`src/hdl/icm_pkg.sv`:
```
// constants for one interval counter channel: control word fields, modes, limits
// assumes the surrounding bus decode delivers control and count byte strobes
package icm_pkg;
	localparam int CNT_W = 16;
	// control word fields
	localparam int CW_BCD_BIT = 0;
	localparam int CW_MODE_LSB = 1;
	localparam int CW_MODE_MSB = 3;
	localparam int CW_ACC_LSB = 4;
	localparam int CW_ACC_MSB = 5;
	// access encodings
	localparam logic [1:0] ACC_LATCH = 2'h0;
	localparam logic [1:0] ACC_LSB = 2'h1;
	localparam logic [1:0] ACC_MSB = 2'h2;
	localparam logic [1:0] ACC_BOTH = 2'h3;
	// wrap limits
	localparam logic [15:0] MAX_BIN = 16'hFFFF;
	localparam logic [15:0] MAX_BCD = 16'h9999;
	localparam logic [15:0] CNT_ONE = 16'h0001;
	localparam logic [15:0] CNT_TWO = 16'h0002;
	localparam logic [15:0] CNT_ZERO = 16'h0000;
	localparam logic [7:0] BYTE_ZERO = 8'h00;
	// counting modes after decode
	typedef enum logic [2:0] {
		ICM_M0 = 3'h0,
		ICM_M1 = 3'h1,
		ICM_M2 = 3'h2,
		ICM_M3 = 3'h3,
		ICM_M4 = 3'h4,
		ICM_M5 = 3'h5
	} icm_mode_e;
	// channel sequencing, gray coded along idle -> wait load -> run
	typedef enum logic [1:0] {
		ICM_IDLE = 2'h0,
		ICM_LOAD = 2'h1,
		ICM_RUN = 2'h3
	} icm_state_e;
endpackage

```
`src/hdl/icm_counter.sv`:
```
// one down-counter channel with all six counting modes and gate trigger capture
// assumes cw/count strobes are one clk_in pulses and cnt_clk/gate are synchronous levels
`timescale 1ns/1ps
// Functional notes
// - mode 0 out low until terminal count
// - gate level enables counting in 0,2,3,4
// - mode 0 load pulse does not decrement
// - mode 0 first byte halts, drives low
// - mode 0 count loads even with gate low
// - mode 1 out low after trigger until zero
// - mode 1 trigger reloads, gate not on out
// - mode 2 one low pulse at count one
// - modes 2,3 gate low forces out high
// - modes 2,3 trigger reloads next pulse
// - mode 2 new count waits for period end
// - mode 3 square wave, even counts half high half low
// - mode 3 new count waits half-cycle end
// - mode 3 even count subtracts two
// - mode 3 odd count loads count minus one
// - mode 4 write triggers, one low pulse
// - mode 4 new count reloads next pulse
// - mode 5 gate edge triggers strobe
// - mode 5 new count waits for trigger
// - gate rising edge captured until sampled
// - modes 0,1,4,5 wrap to maximum
// - control word resets logic and out
// - format bit selects binary or decimal
module icm_counter (
	input wire logic clk_in, // system clock, 25 MHz
	input wire logic rst_n_in, // async reset, active low
	input wire logic cw_wr_in, // control word write strobe
	input wire logic [7:0] cw_data_in, // control word value
	input wire logic cnt_wr_in, // count byte write strobe
	input wire logic [7:0] cnt_data_in, // count byte value
	input wire logic cnt_clk_in, // counter clock level
	input wire logic gate_in, // gate level
	output logic out_out, // counter output pin
	output logic [15:0] count_out, // counting element value
	output logic null_count_out // written count not yet loaded
);
	// registered state
	icm_pkg::icm_mode_e mode, next_mode;
	icm_pkg::icm_state_e state, next_state;
	logic bcd, next_bcd;
	logic [1:0] acc, next_acc;
	logic msb_pending, next_msb_pending;
	logic [7:0] lsb_hold, next_lsb_hold;
	logic [15:0] init_cnt, next_init_cnt;
	logic [15:0] cnt, next_cnt;
	logic new_cnt, next_new_cnt;
	logic out_q, next_out_q;
	logic trig, next_trig;
	logic gate_q, next_gate_q;
	logic clk_q, next_clk_q;
	logic low_wait, next_low_wait;
	// helpers
	logic clk_rise;
	logic count_en;
	logic cnt_done;
	logic [15:0] wr_val;
	logic [15:0] dec1;
	logic [15:0] dec2;
	logic [15:0] init_even;

	// decimal-or-binary subtract of a small step, wrapping to the format maximum
	function automatic logic [15:0] sub_step(input logic [15:0] v, input logic [15:0] s,
		input logic is_bcd);
		logic [15:0] r;
		logic [4:0] d;
		logic borrow;
		r = 16'h0000;
		borrow = 1'b0;
		if (!is_bcd) begin
			r = v - s;
		end else begin
			for (int i = 0; i < 4; i++) begin
				d = {1'b0, v[i*4 +: 4]} - {1'b0, s[i*4 +: 4]} - {4'h0, borrow};
				borrow = d[4];
				if (borrow) begin
					d = d + 5'h0A;
				end
				r[i*4 +: 4] = d[3:0];
			end
		end
		return r;
	endfunction

	assign clk_rise = cnt_clk_in && !clk_q;
	assign dec1 = sub_step(cnt, icm_pkg::CNT_ONE, bcd);
	assign dec2 = sub_step(cnt, icm_pkg::CNT_TWO, bcd);
	// odd counts run from count minus one; zero stands for the full range
	assign init_even = {init_cnt[15:1], 1'b0};
	assign cnt_done = (cnt == icm_pkg::CNT_ZERO);
	// gate level only counts in the level-sensitive modes
	always_comb begin
		case (mode)
			icm_pkg::ICM_M1, icm_pkg::ICM_M5: count_en = 1'b1;
			default: count_en = gate_in;
		endcase
	end

	// assemble the written count value per access format
	always_comb begin
		case (acc)
			icm_pkg::ACC_MSB: wr_val = {cnt_data_in, icm_pkg::BYTE_ZERO};
			icm_pkg::ACC_BOTH: wr_val = {cnt_data_in, lsb_hold};
			default: wr_val = {icm_pkg::BYTE_ZERO, cnt_data_in};
		endcase
	end

	// next-state logic for the whole channel
	always_comb begin
		next_mode = mode;
		next_state = state;
		next_bcd = bcd;
		next_acc = acc;
		next_msb_pending = msb_pending;
		next_lsb_hold = lsb_hold;
		next_init_cnt = init_cnt;
		next_cnt = cnt;
		next_new_cnt = new_cnt;
		next_out_q = out_q;
		next_trig = trig;
		next_gate_q = gate_in;
		next_clk_q = cnt_clk_in;
		next_low_wait = low_wait;
		// gate edge capture, held until a counter clock edge samples it
		if (gate_in && !gate_q) begin
			next_trig = 1'b1;
		end else if (clk_rise) begin
			next_trig = 1'b0;
		end
		// gate low while output low ends the pulse at once
		if ((mode == icm_pkg::ICM_M2 || mode == icm_pkg::ICM_M3) && !gate_in) begin
			next_out_q = 1'b1;
		end
		if (cw_wr_in) begin
			// control word: reset control logic, clear holding bytes
			if (cw_data_in[icm_pkg::CW_ACC_MSB:icm_pkg::CW_ACC_LSB] != icm_pkg::ACC_LATCH) begin
				next_acc = cw_data_in[icm_pkg::CW_ACC_MSB:icm_pkg::CW_ACC_LSB];
				next_bcd = cw_data_in[icm_pkg::CW_BCD_BIT];
				case (cw_data_in[icm_pkg::CW_MODE_MSB:icm_pkg::CW_MODE_LSB])
					3'h0: next_mode = icm_pkg::ICM_M0;
					3'h1: next_mode = icm_pkg::ICM_M1;
					3'h2, 3'h6: next_mode = icm_pkg::ICM_M2;
					3'h3, 3'h7: next_mode = icm_pkg::ICM_M3;
					3'h4: next_mode = icm_pkg::ICM_M4;
					default: next_mode = icm_pkg::ICM_M5;
				endcase
				// mode 0 starts low, every other mode starts high
				next_out_q = (cw_data_in[icm_pkg::CW_MODE_MSB:icm_pkg::CW_MODE_LSB] != 3'h0);
				next_state = icm_pkg::ICM_IDLE;
				next_msb_pending = 1'b0;
				next_lsb_hold = icm_pkg::BYTE_ZERO;
				next_init_cnt = icm_pkg::CNT_ZERO;
				next_new_cnt = 1'b0;
				next_trig = 1'b0;
				next_low_wait = 1'b0;
			end
		end else if (cnt_wr_in && acc == icm_pkg::ACC_BOTH && !msb_pending) begin
			// first of two bytes: only mode 0 reacts to it
			next_lsb_hold = cnt_data_in;
			next_msb_pending = 1'b1;
			if (mode == icm_pkg::ICM_M0) begin
				next_out_q = 1'b0;
				next_state = icm_pkg::ICM_IDLE;
			end
		end else if (cnt_wr_in) begin
			next_msb_pending = 1'b0;
			next_init_cnt = wr_val;
			next_new_cnt = 1'b1;
			case (mode)
				icm_pkg::ICM_M0: begin
					next_out_q = 1'b0;
					next_state = icm_pkg::ICM_LOAD;
				end
				icm_pkg::ICM_M4: begin
					next_state = icm_pkg::ICM_LOAD;
				end
				icm_pkg::ICM_M2, icm_pkg::ICM_M3: begin
					// first count starts the channel; later counts wait for mode 2 period end or mode 3 half-cycle end
					if (state == icm_pkg::ICM_IDLE) begin
						next_state = icm_pkg::ICM_LOAD;
					end
				end
				default: begin
					// one-shot modes stay armed until a gate trigger
				end
			endcase
		end else if (clk_rise) begin
			// trigger in edge modes forces a reload on this pulse
			if (trig && mode != icm_pkg::ICM_M0 && mode != icm_pkg::ICM_M4 &&
				init_cnt != icm_pkg::CNT_ZERO || trig && new_cnt &&
				(mode == icm_pkg::ICM_M1 || mode == icm_pkg::ICM_M5)) begin
				next_cnt = (mode == icm_pkg::ICM_M3) ? init_even : init_cnt;
				next_new_cnt = 1'b0;
				next_state = icm_pkg::ICM_RUN;
				next_low_wait = 1'b0;
				if (mode == icm_pkg::ICM_M1) begin
					next_out_q = 1'b0;
				end else begin
					next_out_q = 1'b1;
				end
			end else begin
				case (state)
					icm_pkg::ICM_LOAD: begin
						// load pulse never decrements
						next_cnt = (mode == icm_pkg::ICM_M3) ? init_even : init_cnt;
						next_new_cnt = 1'b0;
						next_state = icm_pkg::ICM_RUN;
					end
					icm_pkg::ICM_RUN: begin
						if (count_en) begin
							case (mode)
								icm_pkg::ICM_M0, icm_pkg::ICM_M1: begin
									// wrap and keep counting after zero
									next_cnt = dec1;
									if (dec1 == icm_pkg::CNT_ZERO) begin
										next_out_q = 1'b1;
									end
								end
								icm_pkg::ICM_M4, icm_pkg::ICM_M5: begin
									next_cnt = dec1;
									// strobe low for exactly one pulse at expiry
									next_out_q = !(dec1 == icm_pkg::CNT_ZERO &&
										!(out_q == 1'b0));
								end
								icm_pkg::ICM_M2: begin
									if (cnt == icm_pkg::CNT_TWO) begin
										next_cnt = dec1;
										next_out_q = 1'b0;
									end else if (cnt == icm_pkg::CNT_ONE) begin
										// reload picks up any count written meanwhile
										next_cnt = init_cnt;
										next_new_cnt = 1'b0;
										next_out_q = 1'b1;
									end else begin
										next_cnt = dec1;
									end
								end
								default: begin
									// mode 3: odd counts hold high one extra pulse
									if (low_wait) begin
										next_low_wait = 1'b0;
										next_cnt = init_even;
										next_new_cnt = 1'b0;
										next_out_q = 1'b0;
									end else if (cnt == icm_pkg::CNT_TWO) begin
										// half-cycle end: reload, possibly new count
										next_cnt = init_even;
										next_new_cnt = 1'b0;
										if (out_q && init_cnt[0]) begin
											next_low_wait = 1'b1;
											next_cnt = cnt;
										end else begin
											next_out_q = !out_q;
										end
									end else begin
										next_cnt = dec2;
									end
								end
							endcase
						end
					end
					default: begin
						// idle: waiting for a count or a trigger
					end
				endcase
			end
		end
	end

	// register stage
	always_ff @(posedge clk_in or negedge rst_n_in) begin
		if (!rst_n_in) begin
			mode <= icm_pkg::ICM_M0;
			state <= icm_pkg::ICM_IDLE;
			bcd <= 1'b0;
			acc <= icm_pkg::ACC_LSB;
			msb_pending <= 1'b0;
			lsb_hold <= 8'h00;
			init_cnt <= 16'h0000;
			cnt <= 16'h0000;
			new_cnt <= 1'b0;
			out_q <= 1'b1;
			trig <= 1'b0;
			gate_q <= 1'b0;
			clk_q <= 1'b0;
			low_wait <= 1'b0;
		end else begin
			mode <= next_mode;
			state <= next_state;
			bcd <= next_bcd;
			acc <= next_acc;
			msb_pending <= next_msb_pending;
			lsb_hold <= next_lsb_hold;
			init_cnt <= next_init_cnt;
			cnt <= next_cnt;
			new_cnt <= next_new_cnt;
			out_q <= next_out_q;
			trig <= next_trig;
			gate_q <= next_gate_q;
			clk_q <= next_clk_q;
			low_wait <= next_low_wait;
		end
	end

	assign out_out = out_q;
	assign count_out = cnt;
	assign null_count_out = new_cnt;
endmodule

```
`config.mk`:
```
export PLATFORM = sky130hd
export DESIGN_NAME = icm_counter
export DESIGN_NICKNAME = d
export VERILOG_FILES = /design/src/hdl/icm_pkg.sv /design/src/hdl/icm_counter.sv
export SDC_FILE = /design/constraint.sdc
export NUM_CORES = 1
export LEC_CHECK = 0
export BUFFER_PORTS_ARGS = -buffer_cell sky130_fd_sc_hd__clkbuf_2
export CORE_UTILIZATION = 60
export CTS_BUF_LIST = sky130_fd_sc_hd__clkbuf_16
export CTS_CLUSTER_SIZE = 40
export DETAILED_ROUTE_END_ITERATION = 16
export PLACE_DENSITY = 0.86
export SYNTH_ARGS = -nofsm -noshare
export SYNTH_HDL_FRONTEND = slang
export SYNTH_SLANG_ARGS = --single-unit
```
`constraint.sdc`:
```
create_clock -name clk_in -period 7.5 [get_ports clk_in]
set_input_delay 1.125 -clock clk_in [delete_from_list [all_inputs] [get_ports clk_in]]
set_output_delay 1.125 -clock clk_in [all_outputs]
set_load 0.1 [all_outputs]
```
After elaboration in Yosys (flattened, before gate mapping)
Cells that the tools add are included.
{ "op_classes": {"addsub": 18, "mux": 89, "n_eq_ne": 32, "n_reduce_logical": 57, "n_bitwise": 3} }
{ "op_table": {"columns": ["op", "n"], "rows": [
  ["16-bit two-way mux", 13],
  ["16-bit case mux with 2 select lines", 3],
  ["1-bit two-way mux", 48],
  ["4-bit adder, second input constant", 8],
  ["4-bit two-way mux", 8],
  ["4-bit by 1-bit subtractor with 5-bit output", 6],
  ["8-bit two-way mux", 3],
  ["3-bit nonzero test", 7],
  ["2-bit two-way mux", 9],
  ["16-bit by 1-bit equality test with 1-bit output, second input constant", 1],
  ["16-bit by 2-bit equality test with 1-bit output, second input constant", 1],
  ["16-bit logical NOT", 1],
  ["16-bit nonzero test", 1],
  ["16-bit by 1-bit subtractor with 16-bit output, second input constant", 1],
  ["16-bit by 2-bit subtractor with 16-bit output, second input constant", 1],
  ["3-bit equality test, second input constant", 5],
  ["5-bit != test, second input constant", 3],
  ["3-bit case mux with 5 select lines", 1],
  ["7-bit != test, second input constant", 2],
  ["7-bit AND reduction", 2],
  ["2-bit OR reduction", 7],
  ["3-bit by 2-bit equality test with 1-bit output, second input constant", 4],
  ["1-bit logical AND", 12],
  ["6-bit != test, second input constant", 2],
  ["other kinds (28)", 50]
]} }
{ "totals": {"register_bits": 55, "out_inout_bits": 18, "word_cells": 213, "in_bits": 22} }

Logic depth before layout (Yosys ltp)
Gate-level depths: netlist (run 1).
{ "logic_depth": {"ltp_word": 18, "depth_mapped": 21, "ltp_nobuf": 21} }

Least setup slack after synthesis (run 1)
OpenSTA, ideal clock, no wires.
{ "synth_timing": {"kind": "reg2reg", "startpoint": "register cnt[1] (netlist: count_out[1])", "endpoint": "register out_q (netlist: out_out)", "n_path_buf": 0, "t_arrival_ps": 5789, "path_slack_ps": 1627, "setup_time_ps": 84, "path_stages_with_launch": 22, "required_ps": 7416, "synth_period_minus_slack_ps": 5873, "path_cell_list": "dfrtp_1 > inv_1 > ha_1 > nand2_1 > nor2_1 > ha_1 > ha_1 > nor3b_1 > ha_1 > ha_1 > nor3b_1 > ha_1 > ha_1 > xor2_1 > ha_1 > o211a_1 > a41oi_1 > a2bb2oi_1 > o211ai_1 > or4b_2 > or4_1 > a311o_1"} }
{ "synth_between": {"elab_chain_len": 18, "elab_cells_between_ends": 32, "classes_between": "9 x add/sub; 2 x eq/ne; 18 x mux; 3 x reduce/logical"} }
{ "synth_rtl": {"columns": ["item", "line_no", "source"], "rows": [
  ["start: declaration", "icm_counter.sv:49", "logic [15:0] cnt, next_cnt;"],
  ["start signal: assignment", "icm_counter.sv:298", "cnt <= next_cnt;"],
  ["4-bit by 1-bit subtractor with 5-bit output (4 in series)", "icm_counter.sv:77", "d = {1'b0, v[i*4 +: 4]} - {1'b0, s[i*4 +: 4]} - {4'h0, borrow};"],
  ["4-bit adder", "icm_counter.sv:80", "d = d + 5'h0A;"],
  ["4-bit two-way mux", "icm_counter.sv:79", "if (borrow) begin"],
  ["16-bit two-way mux", "icm_counter.sv:73", "if (!is_bcd) begin"],
  ["16-bit logical NOT", "icm_counter.sv:218, icm_counter.sv:225", null],
  ["1-bit logical AND", "icm_counter.sv:225", "next_out_q = !(dec1 == icm_pkg::CNT_ZERO &&"],
  ["1-bit logical NOT", "icm_counter.sv:225", null],
  ["1-bit case mux with 3 select lines *", "icm_counter.sv:214", "case (mode)"],
  ["1-bit two-way mux *", "icm_counter.sv:213", "if (count_en) begin"],
  ["1-bit two-way mux *", "icm_counter.sv:205", "case (state)"],
  ["1-bit two-way mux *", "icm_counter.sv:192", "if (trig && mode != icm_pkg::ICM_M0 && mode != icm_pkg::ICM_M4 &&"],
  ["1-bit two-way mux *", "icm_counter.sv:190", "end else if (clk_rise) begin"],
  ["1-bit two-way mux *", "icm_counter.sv:168", "end else if (cnt_wr_in) begin"],
  ["1-bit two-way mux *", "icm_counter.sv:160", "end else if (cnt_wr_in && acc == icm_pkg::ACC_BOTH && !msb_pending) begin"],
  ["1-bit two-way mux *", "icm_counter.sv:137", "if (cw_wr_in) begin"],
  ["net next_out_q", "icm_counter.sv:51", "logic out_q, next_out_q;"],
  ["end signal: assignment", "icm_counter.sv:300", "out_q <= next_out_q;"],
  ["end: declaration", "icm_counter.sv:51", null]
]} }
The timed path passes the listed nets; every way through them passes the cells marked *.
A chain may end at the register's enable or synchronous reset.

Worst setup path after layout (run 1)
Same ends and word-level chain as after synthesis.

==> impl_results.html, run 1 <==
<table>
<tr><th>Metric</th><th>Value</th></tr>
<tr><th colspan="2">Floorplanning</th></tr>
<tr><td>Chip Width</td><td>89.8 um</td></tr>
<tr><td>Number of primary I/O pins</td><td>40</td></tr>
<tr><td>Floorplan core area</td><td>about 7400 um^2</td></tr>
<tr><td>Initial core utilization</td><td>about 63%</td></tr>
<tr><td>Cell Rows</td><td>31</td></tr>
<tr><td>Die area</td><td>8060 um^2</td></tr>
<tr><td>Die span in y</td><td>89.8 um</td></tr>
<tr><th colspan="2">Critical path</th></tr>
<tr><td>Logic depth of the worst register-to-register path</td><td>21</td></tr>
<tr><td>Sort of element at the start of the critical path</td><td>flop</td></tr>
<tr><td>Number of buffer and inverter instances along the worst setup path</td><td>1</td></tr>
<tr><td>Worst EP arrival</td><td>between 6000 and 7000 ps</td></tr>
<tr><td>Highest-delay cell along the critical path</td><td>sky130_fd_sc_hd__or4b_2</td></tr>
<tr><td>Req. time, crit path</td><td>between 7000 and 8000 ps</td></tr>
<tr><td>Largest incremental delay on the critical path</td><td>710 ps</td></tr>
<tr><td>Capture instance of the worst register-to-register path</td><td>out_out</td></tr>
<tr><td>Critical Path Most Common Cell</td><td>sky130_fd_sc_hd__ha_1</td></tr>
<tr><td>Critical Path End Type</td><td>flop</td></tr>
<tr><td>Worst r2r src</td><td>count_out[1]</td></tr>
<tr><td>Top Family by Delay on Critical Path</td><td>simple AND/OR/NAND/NOR gates</td></tr>
<tr><td>Kind of critical path</td><td>flop to flop</td></tr>
<tr><td>Maximum fanout encountered on the critical timing path</td><td>7</td></tr>
<tr><td>Reg-to-reg setup timing slack</td><td>1480 ps</td></tr>
<tr><td>Series of cell instances along the critical path</td><td>inv_1 &gt; ha_1 &gt; nand2_1 &gt; nor2_1 &gt; ha_1 &gt; ha_1 &gt; nor3b_1 &gt; ha_1 &gt; ha_1 &gt; nor3b_1 &gt; ha_1 &gt; ha_1 &gt; xor2_1 &gt; ha_1 &gt; o211a_1 &gt; a41oi_1 &gt; a2bb2oi_1 &gt; o211ai_1 &gt; or4b_2 &gt; or4_1 &gt; a311o_1</td></tr>
<tr><th colspan="2">Logic synthesis</th></tr>
<tr><td>Share of the synthesized area in the top cell type</td><td>28.7%</td></tr>
<tr><td>Netlist Area Pre-Place</td><td>4620 um^2</td></tr>
<tr><td>Share of flip-flops with an asynchronous set or reset</td><td>100%</td></tr>
<tr><td>Gate Count Post-Synth</td><td>591</td></tr>
<tr><td>Post-Synthesis Net Count</td><td>637</td></tr>
<tr><td>Leading register cell type out of synthesis</td><td>sky130_fd_sc_hd__dfrtp_1</td></tr>
<tr><td>Count of yosys warnings during synthesis</td><td>0</td></tr>
<tr><td>Number of register bits inferred by synthesis</td><td>55</td></tr>
<tr><td>Mean area per synthesized cell</td><td>7.82 um^2</td></tr>
<tr><td>Dominant cell type by area after synthesis</td><td>sky130_fd_sc_hd__dfrtp_1</td></tr>
<tr><td>Number of synthesized flops with an enable pin</td><td>0</td></tr>
<tr><td>Area contributors post-synth</td><td>sky130_fd_sc_hd__dfrtp_1 (29%), sky130_fd_sc_hd__ha_1 (6.5%), sky130_fd_sc_hd__nand2_1 (6.4%)</td></tr>
<tr><td>Count of different cell masters after synthesis</td><td>73</td></tr>
<tr><td>Proportion of synthesized chip area in sequential cells</td><td>29.8%</td></tr>
<tr><th colspan="2">Worst hold path</th></tr>
<tr><td>Hold Path Class</td><td>flop to flop</td></tr>
<tr><td>HP Start</td><td>acc[0]</td></tr>
<tr><td>Worst hold stages</td><td>2</td></tr>
<tr><td>Endpoint with the worst hold slack</td><td>acc[0]</td></tr>
<tr><th colspan="2">Power</th></tr>
<tr><td>Maximum resistive drop on vdd</td><td>around 0.13 mV</td></tr>
<tr><td>Static leakage</td><td>~2.1 nW</td></tr>
<tr><td>Power density over the cells</td><td>390 nW/um^2</td></tr>
<tr><th colspan="2">GRT</th></tr>
<tr><td>Total congestion overflow</td><td>0</td></tr>
<tr><td>Initial antenna violation count</td><td>0</td></tr>
<tr><td>Via count of the first global-routing pass</td><td>4215</td></tr>
<tr><td>Maximum number of pins on one net before global-route repair</td><td>56</td></tr>
<tr><td>Total GRT Usage</td><td>31.7%</td></tr>
<tr><td>Global-route wire length before repair</td><td>20.9 mm</td></tr>
<tr><th colspan="2">Detailed routing</th></tr>
<tr><td>Number of routed nets with antenna violations</td><td>0</td></tr>
<tr><td>Drc violations</td><td>0</td></tr>
<tr><td>Wirelength, routed</td><td>12.7 mm</td></tr>
<tr><td>Routed vias/inst</td><td>between 6 and 7</td></tr>
<tr><td>DR pass1 iterations</td><td>6</td></tr>
<tr><td>Wire length per cell</td><td>between 15 and 20 um</td></tr>
<tr><td>Initial DRC count</td><td>around 560</td></tr>
<tr><td>DR vias</td><td>roughly 4600</td></tr>
<tr><th colspan="2">Timing</th></tr>
<tr><td>Max Clk Rate</td><td>166 MHz</td></tr>
<tr><td>Count of endpoints failing hold in the final timing report</td><td>0</td></tr>
<tr><td>Setup repair after global routing missed its margin</td><td>false</td></tr>
<tr><td>Worst slew pin tran</td><td>around 1100 ps</td></tr>
<tr><td>Clock skew after layout</td><td>5.61 ps</td></tr>
<tr><td>Number of max-slew violations in the final report</td><td>0</td></tr>
<tr><td>Fraction of the cycle the final worst path needs</td><td>80.3%</td></tr>
<tr><td>Setup violators final</td><td>0</td></tr>
<tr><td>Setup slack of the critical path after layout</td><td>1480 ps</td></tr>
<tr><td>Post-layout min period</td><td>6020 ps</td></tr>
<tr><td>Setup TNS</td><td>0 ps</td></tr>
<tr><td>Slew Limit Headroom</td><td>26.6%</td></tr>
<tr><th colspan="2">Clocking</th></tr>
<tr><td>Longest Clk Path Bufs</td><td>2</td></tr>
<tr><td>Skew-Pair Late Insertion Delay</td><td>290 ps</td></tr>
<tr><td>Count of cells resized by post-cts repair</td><td>0</td></tr>
<tr><td>Total number of clock tree sinks</td><td>55</td></tr>
<tr><td>Total number of H-tree levels</td><td>2</td></tr>
<tr><td>Number of setup buffers added after CTS</td><td>0</td></tr>
<tr><td>CTS tree</td><td>built</td></tr>
<tr><td>Total CTS buffers</td><td>5</td></tr>
<tr><td>Clock transition time at the flip-flop clock pins of the worst setup and hold paths</td><td>about 70 ps</td></tr>
<tr><td>Post-cts hold buffer count</td><td>0</td></tr>
<tr><td>Clock root buffer</td><td>sky130_fd_sc_hd__clkbuf_16</td></tr>
<tr><th colspan="2">Placement</th></tr>
<tr><td>Number of input and output port buffers inserted</td><td>37</td></tr>
<tr><td>Minimum setup slack after placement</td><td>around 1500 ps</td></tr>
<tr><td>Weighted congestion reported at the end of routability-driven placement</td><td>0.977</td></tr>
<tr><td>HPWL after detailed placement</td><td>9.41 mm</td></tr>
<tr><th colspan="2">Flow run</th></tr>
<tr><td>Max Cap Violations</td><td>0</td></tr>
<tr><th colspan="2">Status</th></tr>
<tr><td>Run status</td><td>finished, final reports clean</td></tr>
<tr><th colspan="2">Finish</th></tr>
<tr><td>Total Nets Final</td><td>between 600 and 700</td></tr>
<tr><td>Area growth from synthesis to final layout</td><td>6.93%</td></tr>
<tr><td>Antenna diodes</td><td>0</td></tr>
<tr><td>Proportion of layout cells with a drive suffix above 1</td><td>11.7%</td></tr>
</table>
==> cells by family (layout without fill, tap and decap cells) <==
| family | Yosys count | count (layout) | share of synthesized area (%) |
|---|---|---|---|
| mux | 8 | 8 | 1.81 |
| compound gates | 156 | 156 | 22.7 |
| flops | 55 | 55 | 29.8 |
| buf+inv | 68 | 77 | 5.87 |
| xor+xnor | 30 | 30 | 5.68 |
| simple gates | 250 | 250 | 27.6 |
| fa+ha+maj | 24 | 24 | 6.49 |
==> final cells by class <==
cell class	instances	area [um^2]
multi-input cells	468	2970
fillers	635	2420
flip-flops and latches	55	1380
repair buffers	41	215
clock buffers	5	125
well taps	99	124
inverters	28	105
clock inverters	3	22.5
==> through the flow <==
step / util, % / hold WS, ps / total power, mW / cells / area, um^2
detailed placement: 65.1 / 459 / 1.67 / 691 / 4800
CTS: 67.1 / 472 / 1.91 / 699 / 4940
global placement: 65.1 / 457 / 1.64 / 691 / 4800
finish: 67.1 / 475 / 1.93 / 699 / 4940
floorplan: - / 444 / 1.42 / 591 / 4620
global route: 67.1 / 502 / 2.04 / 699 / 4940
==> cell usage in the layout, fill, tap and decap left out, types with 18 or more instances in the layout <==
| master | n |
|---|---|
| sky130_fd_sc_hd__nor2_1 | 42 |
| sky130_fd_sc_hd__nand2_1 | 79 |
| sky130_fd_sc_hd__dfrtp_1 | 53 |
| sky130_fd_sc_hd__nor2b_1 | 18 |
| sky130_fd_sc_hd__clkbuf_2 | 37 |
| sky130_fd_sc_hd__nand3_1 | 29 |
| sky130_fd_sc_hd__o21ai_0 | 40 |
| sky130_fd_sc_hd__xnor2_1 | 23 |
| sky130_fd_sc_hd__a21oi_1 | 33 |
| sky130_fd_sc_hd__inv_1 | 28 |
| sky130_fd_sc_hd__ha_1 | 24 |
==> registers in the layout, summed over array words and instances (netlist names), 2 cells and up <==
register   cells
lsb_hold       8
mode           3
count_out     16
acc            2
state          2
init_cnt      16
==> worst max path at each step <==
stage | slack [ps] | cells past startpoint | from | endpoint
2_1_floorplan | 1630 | 21 | count_out[1] | out_out
3_3_place_gp | 1680 | 21 | count_out[1] | out_out
3_5_place_dp | 1530 | 21 | count_out[1] | out_out
4_1_cts | 1490 | 21 | count_out[1] | out_out
5_1_grt | 1060 | 21 | count_out[1] | out_out
6_report | 1480 | 21 | count_out[1] | out_out
==> cells in the mapped netlist (all sizes together) (5+ instances only) <==
cell type	count
a211oi	5
a21boi	5
a21oi	33
a222oi	6
a31oi	9
buf	16
clkbuf	24
dfrtp	53
ha	24
inv	28
mux2i	5
nand2	79
nand2b	15
nand3	29
nand4	7
nor2	43
nor2b	18
nor3	8
nor3b	7
nor4	18
o211ai	10
o21ai	41
or4	7
xnor2	23
xor2	7
==> report_power, final <==
part	leakage [nW]	switching, mW	internal (mW)
clock network	0.0746	0.111	0.126
logic	1.32	0.798	0.338
registers	0.701	0.199	0.359
total	2.10	1.11	0.822
==> routing by layer <==
layer,routed length [um],vias up,GRT usage (%)
met5,0,-,0
met4,323,0,9.56
met3,1070,40,4.06
met2,5920,275,52.1
met1,5380,2177,43.5
li1,-,2157,-
==> worst register-to-register path, cell delays in order, from the launching register on <==
cell                        delay (ps)
sky130_fd_sc_hd__dfrtp_1           460
sky130_fd_sc_hd__inv_1             190
sky130_fd_sc_hd__ha_1              220
sky130_fd_sc_hd__nand2_1           120
sky130_fd_sc_hd__nor2_1            110
sky130_fd_sc_hd__ha_1              210
sky130_fd_sc_hd__ha_1              250
sky130_fd_sc_hd__nor3b_1           370
sky130_fd_sc_hd__ha_1              260
sky130_fd_sc_hd__ha_1              230
sky130_fd_sc_hd__nor3b_1           350
sky130_fd_sc_hd__ha_1              240
sky130_fd_sc_hd__ha_1              240
sky130_fd_sc_hd__xor2_1            190
sky130_fd_sc_hd__ha_1              260
sky130_fd_sc_hd__o211a_1           200
sky130_fd_sc_hd__a41oi_1           160
sky130_fd_sc_hd__a2bb2oi_1         200
sky130_fd_sc_hd__o211ai_1          120
sky130_fd_sc_hd__or4b_2            710
sky130_fd_sc_hd__or4_1             500
sky130_fd_sc_hd__a311o_1           370
(Power assumes the default switching activity.)
==> run 2, diff against run 1 <==
CORE_UTILIZATION = 55   (was 60)
PLACE_DENSITY = 0.83   (was 0.86)
clock period = 5.2 ns   (was 7.5 ns; I/O delays follow)
==> run 2 against run 1 <==
Sequential power increased by 33%. Via count increased by 0.67%. Clock power increased by 49%. Critical path type unchanged. Setup slack got worse by 1300 ps. Cell area increased by 5.5%. Clock skew decreased by 0.90 ps. Cell count increased by 3.7%. Core utilization decreased by 3.3 points. Highest routed layer unchanged. Count of clock-buffer cells in the layout unchanged.
==> impl_results.html, run 2 (synthesized netlist as in run 1, its figures left out) <==
<table>
<tr><th>Metric</th><th>Value</th></tr>
<tr><th colspan="2">Clocking</th></tr>
<tr><td>Post-cts hold buffer count</td><td>0</td></tr>
<tr><td>Total number of clock tree sinks</td><td>55</td></tr>
<tr><td>Clock root buffer</td><td>sky130_fd_sc_hd__clkbuf_16</td></tr>
<tr><td>Total CTS buffers</td><td>5</td></tr>
<tr><td>Skew-Pair Late Insertion Delay</td><td>a little under 300 ps</td></tr>
<tr><td>Total number of H-tree levels</td><td>2</td></tr>
<tr><td>Longest Clk Path Bufs</td><td>2</td></tr>
<tr><td>CTS tree</td><td>built</td></tr>
<tr><td>Clock transition time at the flip-flop clock pins of the worst setup and hold paths</td><td>80 ps</td></tr>
<tr><th colspan="2">Timing</th></tr>
<tr><td>Slew Limit Headroom</td><td>35.8%</td></tr>
<tr><td>Worst slew pin tran</td><td>963 ps</td></tr>
<tr><td>Fraction of the cycle the final worst path needs</td><td>96.5%</td></tr>
<tr><td>Post-layout min period</td><td>5020 ps</td></tr>
<tr><td>Clock skew after layout</td><td>4.71 ps</td></tr>
<tr><td>Number of max-slew violations in the final report</td><td>0</td></tr>
<tr><td>Max Clk Rate</td><td>199 MHz</td></tr>
<tr><td>Count of endpoints failing hold in the final timing report</td><td>0</td></tr>
<tr><td>Setup violators final</td><td>0</td></tr>
<tr><th colspan="2">Power</th></tr>
<tr><td>Power density over the cells</td><td>567 nW/um^2</td></tr>
<tr><td>Static leakage</td><td>2.19 nW</td></tr>
<tr><td>Maximum resistive drop on vdd</td><td>0.231 mV</td></tr>
<tr><th colspan="2">Critical path</th></tr>
<tr><td>Largest incremental delay on the critical path</td><td>540 ps</td></tr>
<tr><td>Top Family by Delay on Critical Path</td><td>simple AND/OR/NAND/NOR gates</td></tr>
<tr><td>Worst EP arrival</td><td>5240 ps</td></tr>
<tr><td>Maximum fanout encountered on the critical timing path</td><td>4</td></tr>
<tr><td>Highest-delay cell along the critical path</td><td>sky130_fd_sc_hd__or4b_4</td></tr>
<tr><td>Series of cell instances along the critical path</td><td>inv_2 &gt; ha_4 &gt; nand2_2 &gt; nor2_2 &gt; ha_2 &gt; ha_4 &gt; nor3b_4 &gt; ha_2 &gt; ha_4 &gt; nor3b_4 &gt; ha_2 &gt; ha_2 &gt; xor2_1 &gt; ha_1 &gt; o211a_1 &gt; a41oi_2 &gt; a2bb2oi_2 &gt; o211ai_1 &gt; or4b_4 &gt; or4_1 &gt; a311o_1</td></tr>
<tr><td>Logic depth of the worst register-to-register path</td><td>21</td></tr>
<tr><td>Stages on the worst setup path</td><td>21</td></tr>
<tr><td>Critical Path End Type</td><td>flop</td></tr>
<tr><td>Sort of element at the start of the critical path</td><td>flop</td></tr>
<tr><td>Req. time, crit path</td><td>5420 ps</td></tr>
<tr><td>Critical Path Most Common Cell</td><td>sky130_fd_sc_hd__ha_2</td></tr>
<tr><td>Kind of critical path</td><td>flop to flop</td></tr>
<tr><td>Number of buffer and inverter instances along the worst setup path</td><td>1</td></tr>
<tr><th colspan="2">GRT</th></tr>
<tr><td>Total GRT Usage</td><td>31.7%</td></tr>
<tr><td>Global-route wire length before repair</td><td>21.9 mm</td></tr>
<tr><td>Initial antenna violation count</td><td>0</td></tr>
<tr><td>Maximum number of pins on one net before global-route repair</td><td>56</td></tr>
<tr><td>Total congestion overflow</td><td>0</td></tr>
<tr><td>Via count of the first global-routing pass</td><td>4458</td></tr>
<tr><th colspan="2">Detailed routing</th></tr>
<tr><td>DR pass1 iterations</td><td>7</td></tr>
<tr><td>Wire length per cell</td><td>18.5 um</td></tr>
<tr><td>Initial DRC count</td><td>625</td></tr>
<tr><td>Routed vias/inst</td><td>6.46</td></tr>
<tr><td>Number of routed nets with antenna violations</td><td>0</td></tr>
<tr><td>Drc violations</td><td>0</td></tr>
<tr><td>DR vias</td><td>4680</td></tr>
<tr><td>Wirelength, routed</td><td>around 13 mm</td></tr>
<tr><th colspan="2">Floorplanning</th></tr>
<tr><td>Initial core utilization</td><td>56.6%</td></tr>
<tr><td>Number of primary I/O pins</td><td>40</td></tr>
<tr><td>Floorplan core area</td><td>8180 um^2</td></tr>
<tr><td>Cell Rows</td><td>33</td></tr>
<tr><td>Die span in y</td><td>93.7 um</td></tr>
<tr><td>Die area</td><td>8780 um^2</td></tr>
<tr><td>Chip Width</td><td>93.7 um</td></tr>
<tr><th colspan="2">Placement</th></tr>
<tr><td>HPWL after detailed placement</td><td>9.80 mm</td></tr>
<tr><td>Cell count after placement</td><td>just over 700</td></tr>
<tr><td>Weighted congestion reported at the end of routability-driven placement</td><td>around 0.96</td></tr>
<tr><td>Number of input and output port buffers inserted</td><td>37</td></tr>
<tr><td>Placement Cell Area</td><td>4970 um^2</td></tr>
<tr><th colspan="2">Finish</th></tr>
<tr><td>Area growth from synthesis to final layout</td><td>12.8%</td></tr>
<tr><td>Number of filler instances in the final layout</td><td>723</td></tr>
<tr><td>Final Instance Area</td><td>5220 um^2</td></tr>
<tr><td>Post-route non-filler standard cell count</td><td>725</td></tr>
<tr><td>Antenna diodes</td><td>0</td></tr>
<tr><td>Proportion of layout cells with a drive suffix above 1</td><td>18.1%</td></tr>
<tr><td>Total Nets Final</td><td>665</td></tr>
<tr><td>Leading cell types in the layout, fill and taps excluded</td><td>sky130_fd_sc_hd__nand2_1 (78), sky130_fd_sc_hd__dfrtp_1 (47), sky130_fd_sc_hd__nor2_1 (41)</td></tr>
<tr><td>Commonest non-fill, non-tap cell in the layout</td><td>sky130_fd_sc_hd__nand2_1</td></tr>
<tr><td>Post-layout utilization of the core</td><td>63.8%</td></tr>
<tr><th colspan="2">Flow run</th></tr>
<tr><td>Max Cap Violations</td><td>0</td></tr>
<tr><th colspan="2">Status</th></tr>
<tr><td>Run status</td><td>finished, final reports clean</td></tr>
<tr><th colspan="2">Worst hold path</th></tr>
<tr><td>Worst hold stages</td><td>2</td></tr>
<tr><td>Hold Path Class</td><td>flop to flop</td></tr>
</table>
-- run 2: where the power goes --
| group | internal, mW | switching, mW | total, mW |
|---|---|---|---|
| combinational | 0.583 | 1.28 | 1.86 |
| sequential | 0.528 | 0.213 | 0.741 |
| clock | 0.182 | 0.171 | 0.353 |
-- run 2: stage by stage --
step	worst slack [ps]	setup TNS, ps	power (mW)	hold slack [ps]
2_1_floorplan	35.7	0	2.10	444
3_3_place_gp	97.2	0	2.47	457
3_5_place_dp	-122	-122	2.51	459
4_1_cts	37.9	0	2.88	471
5_1_grt	-14.0	-14.0	3.11	498
6_report	182	0	2.96	470
-- run 2: worst register-to-register path, delay by kind of cell, from the launching register on --
| family | cells | cell delay, ps |
|---|---|---|
| flip-flops | 1 | 480 |
| XOR/XNOR | 1 | 180 |
| AND/OR/NAND/NOR | 6 | 1620 |
| AO/OA/AOI/OAI | 5 | 1020 |
| adder cells (fa/ha/maj) | 8 | 1540 |
| buffers and inverters | 1 | 90 |
-- run 2: path summary, 6_finish.rpt --
kind / start / endpoint / slack [ps]
max: count_out[0] / out_out / 180
min: acc[0] / acc[0] / 470
max in group asynchronous: rst_n_in / count_out[3] / 4070
max reg2reg: count_out[0] / out_out / 180
min reg2reg: acc[0] / acc[0] / 470
min in group asynchronous: rst_n_in / msb_pending / 610
-- run 2: per-layer routing --
layer / global-route usage (%) / wire (um)
met2: 52.3 / 6350
met3: 4.37 / 990
met5: 0 / 0
met1: 42.1 / 5610
met4: 12.3 / 488
-- run 2: repair_timing --
action / CTS / global route
pin swaps: 3 / 3
resized for setup: 2 / 3
setup buffers: 3 / 6
setup endpoints to repair: 1 / 1
-- run 2: layout make-up --
| cell class | instances | area (um^2) | area share [%] |
|---|---|---|---|
| clock inverter | 3 | 22.5 | 0.432 |
| sequential | 55 | 1390 | 26.7 |
| clock buffer | 5 | 125 | 2.40 |
| tap | 105 | 131 | 2.52 |
| multi-input combinational | 468 | 3070 | 58.9 |
| inverter | 28 | 108 | 2.06 |
| timing repair buffer | 61 | 365 | 7.00 |
==> run 3, diff against run 2 <==
GPL_TIMING_DRIVEN = 0   (was default)
==> run 3 against run 2 <==
Hold slack better by 2.0 ps. Core utilization up 0.92 points. Clock skew up 3.6 ps. Setup slack better by 49 ps. Critical path type unchanged. Maximum frequency up 0.99%. Largest power group unchanged. Cell area up 1.4%. Critical endpoint unchanged. Die area unchanged. Count of clock-buffer cells in the layout unchanged. Highest routed layer unchanged. Sequential power down 12%. First-iteration DRC count down 29%.
==> impl_results.html, run 3 (synthesized netlist as in run 1, its figures left out) <==
<table>
<tr><th>Metric</th><th>Value</th></tr>
<tr><th colspan="2">Status</th></tr>
<tr><td>Run status</td><td>finished, final reports clean</td></tr>
<tr><th colspan="2">Placement</th></tr>
<tr><td>HPWL after detailed placement</td><td>10.7 mm</td></tr>
<tr><td>Weighted congestion reported at the end of routability-driven placement</td><td>0.973</td></tr>
<tr><td>Placement Cell Area</td><td>5020 um^2</td></tr>
<tr><td>Minimum setup slack after placement</td><td>-427 ps</td></tr>
<tr><td>Number of input and output port buffers inserted</td><td>36</td></tr>
<tr><td>Cell count after placement</td><td>732</td></tr>
<tr><th colspan="2">Floorplanning</th></tr>
<tr><td>Floorplan core area</td><td>~8200 um^2</td></tr>
<tr><td>Cell Rows</td><td>33</td></tr>
<tr><td>Initial core utilization</td><td>56.6%</td></tr>
<tr><td>Die span in y</td><td>93.7 um</td></tr>
<tr><td>Chip Width</td><td>93.7 um</td></tr>
<tr><td>Number of primary I/O pins</td><td>40</td></tr>
<tr><td>Die area</td><td>8780 um^2</td></tr>
<tr><th colspan="2">Finish</th></tr>
<tr><td>Commonest non-fill, non-tap cell in the layout</td><td>sky130_fd_sc_hd__nand2_1</td></tr>
<tr><td>Area growth from synthesis to final layout</td><td>14.4%</td></tr>
<tr><td>Antenna diodes</td><td>0</td></tr>
<tr><td>Total Nets Final</td><td>688</td></tr>
<tr><td>Final Instance Area</td><td>between 5000 and 6000 um^2</td></tr>
<tr><td>Proportion of layout cells with a drive suffix above 1</td><td>16.2%</td></tr>
<tr><td>Post-route non-filler standard cell count</td><td>~750</td></tr>
<tr><td>Leading cell types in the layout, fill and taps excluded</td><td>sky130_fd_sc_hd__nand2_1 (78), sky130_fd_sc_hd__dfrtp_1 (47), sky130_fd_sc_hd__nor2_1 (41)</td></tr>
<tr><th colspan="2">Detailed routing</th></tr>
<tr><td>Drc violations</td><td>0</td></tr>
<tr><td>DR pass1 iterations</td><td>6</td></tr>
<tr><td>Wirelength, routed</td><td>14.1 mm</td></tr>
<tr><td>Number of routed nets with antenna violations</td><td>0</td></tr>
<tr><td>Wire length per cell</td><td>18.9 um</td></tr>
<tr><td>Initial DRC count</td><td>between 400 and 500</td></tr>
<tr><td>Routed vias/inst</td><td>around 6.4</td></tr>
<tr><td>DR vias</td><td>4824</td></tr>
<tr><th colspan="2">Critical path</th></tr>
<tr><td>Critical Path End Type</td><td>flop</td></tr>
<tr><td>Req. time, crit path</td><td>5430 ps</td></tr>
<tr><td>Sort of element at the start of the critical path</td><td>flop</td></tr>
<tr><td>Worst EP arrival</td><td>5200 ps</td></tr>
<tr><td>Kind of critical path</td><td>flop to flop</td></tr>
<tr><td>Maximum fanout encountered on the critical timing path</td><td>5</td></tr>
<tr><td>Logic depth of the worst register-to-register path</td><td>21</td></tr>
<tr><th colspan="2">Timing</th></tr>
<tr><td>Number of max-slew violations in the final report</td><td>0</td></tr>
<tr><td>Setup repair after global routing missed its margin</td><td>false</td></tr>
<tr><td>Post-layout min period</td><td>4970 ps</td></tr>
<tr><td>Setup violators final</td><td>0</td></tr>
<tr><td>Setup slack of the critical path after layout</td><td>around 230 ps</td></tr>
<tr><td>Fraction of the cycle the final worst path needs</td><td>95.6%</td></tr>
<tr><td>Slew Limit Headroom</td><td>a little under two fifths</td></tr>
<tr><td>Clock skew after layout</td><td>8.31 ps</td></tr>
<tr><td>Worst slew pin tran</td><td>921 ps</td></tr>
<tr><td>Max Clk Rate</td><td>201 MHz</td></tr>
<tr><td>Count of endpoints failing hold in the final timing report</td><td>0</td></tr>
<tr><td>Worst hold margin</td><td>472 ps</td></tr>
<tr><th colspan="2">GRT</th></tr>
<tr><td>Global-route wire length before repair</td><td>~23 mm</td></tr>
<tr><td>Total GRT Usage</td><td>33.8%</td></tr>
<tr><td>Maximum number of pins on one net before global-route repair</td><td>56</td></tr>
<tr><td>Total congestion overflow</td><td>0</td></tr>
<tr><td>Via count of the first global-routing pass</td><td>4607</td></tr>
<tr><td>Initial antenna violation count</td><td>0</td></tr>
<tr><th colspan="2">Power</th></tr>
<tr><td>Power density over the cells</td><td>566 nW/um^2</td></tr>
<tr><td>Power consumption</td><td>2.99 mW</td></tr>
<tr><td>Static leakage</td><td>~2.2 nW</td></tr>
<tr><td>Maximum resistive drop on vdd</td><td>0.243 mV</td></tr>
<tr><th colspan="2">Worst hold path</th></tr>
<tr><td>Worst hold stages</td><td>2</td></tr>
<tr><td>Hold Path Class</td><td>flop to flop</td></tr>
<tr><th colspan="2">Clocking</th></tr>
<tr><td>Total number of H-tree levels</td><td>2</td></tr>
<tr><td>CTS tree</td><td>built</td></tr>
<tr><td>Total CTS buffers</td><td>5</td></tr>
<tr><td>Skew-Pair Late Insertion Delay</td><td>roughly 300 ps</td></tr>
<tr><td>Longest Clk Path Bufs</td><td>2</td></tr>
<tr><td>Clock transition time at the flip-flop clock pins of the worst setup and hold paths</td><td>80 ps</td></tr>
<tr><td>Clock root buffer</td><td>sky130_fd_sc_hd__clkbuf_16</td></tr>
<tr><td>Total number of clock tree sinks</td><td>55</td></tr>
<tr><td>Post-cts hold buffer count</td><td>0</td></tr>
<tr><th colspan="2">Flow run</th></tr>
<tr><td>Max Cap Violations</td><td>0</td></tr>
</table>
[run 3: path summary, 6_finish.rpt]
| kind | from | endpoint | slack, ps |
|---|---|---|---|
| min in group asynchronous | rst_n_in | state[1] | 520 |
| setup / recovery | count_out[0] | out_out | 230 |
| hold reg to reg | acc[0] | acc[0] | 470 |
| max in group asynchronous | rst_n_in | count_out[3] | 4160 |
| setup reg to reg | count_out[0] | out_out | 230 |
| hold / removal | acc[0] | acc[0] | 470 |
[run 3: power breakdown]
part           total [mW]  internal, mW  leakage [nW]  switching, mW
combinational        1.99         0.581          1.42           1.41
sequential          0.655         0.531         0.695          0.124
clock               0.352         0.184        0.0723          0.167
[run 3: layout make-up]
type | instances | area (um^2)
flip-flops and latches | 55 | 1390
clock inverters | 3 | 27.5
well taps | 105 | 131
multi-input cells | 468 | 3090
repair buffers | 45 | 250
inverters | 28 | 110
fillers | 714 | 2880
plain buffers | 39 | 163
clock buffers | 5 | 125
[run 3: stage by stage]
stage               setup TNS, ps  utilization [%]
floorplan                       0                -
global placement             -329             61.4
detailed placement           -427             61.4
CTS                             0             64.0
global route                    0             64.7
finish                          0             64.7
[run 3: critical path, cell delays in order, from the launching register on]
cell,delay (ps)
sky130_fd_sc_hd__dfrtp_4,490
sky130_fd_sc_hd__inv_4,80
sky130_fd_sc_hd__ha_4,140
sky130_fd_sc_hd__nand2_2,90
sky130_fd_sc_hd__nor2_2,120
sky130_fd_sc_hd__ha_2,230
sky130_fd_sc_hd__ha_4,140
sky130_fd_sc_hd__nor3b_4,200
sky130_fd_sc_hd__ha_2,240
sky130_fd_sc_hd__ha_4,130
sky130_fd_sc_hd__nor3b_4,230
sky130_fd_sc_hd__ha_4,180
sky130_fd_sc_hd__ha_4,150
sky130_fd_sc_hd__xor2_1,150
sky130_fd_sc_hd__ha_1,250
sky130_fd_sc_hd__o211a_1,230
sky130_fd_sc_hd__a41oi_2,170
sky130_fd_sc_hd__a2bb2oi_2,170
sky130_fd_sc_hd__o211ai_1,140
sky130_fd_sc_hd__or4b_4,590
sky130_fd_sc_hd__or4_4,490
sky130_fd_sc_hd__a311o_1,270
[run 3: timing repair]
action / in CTS / in global routing
endpoints found under the setup margin: 1 / 1
cloned: 0 / 0
gates resized for setup: 4 / 5
pin swaps: 3 / 7
buffers inserted: 5 / 4
[run 3: metal layers]
layer | vias up | wire [um] | global-route usage (%)
li1 | 2249 | - | -
met1 | 2225 | 5640 | 43.7
met2 | 283 | 6800 | 56.4
met3 | 67 | 1140 | 4.53
met4 | 0 | 526 | 14.5
met5 | - | 0 | 0
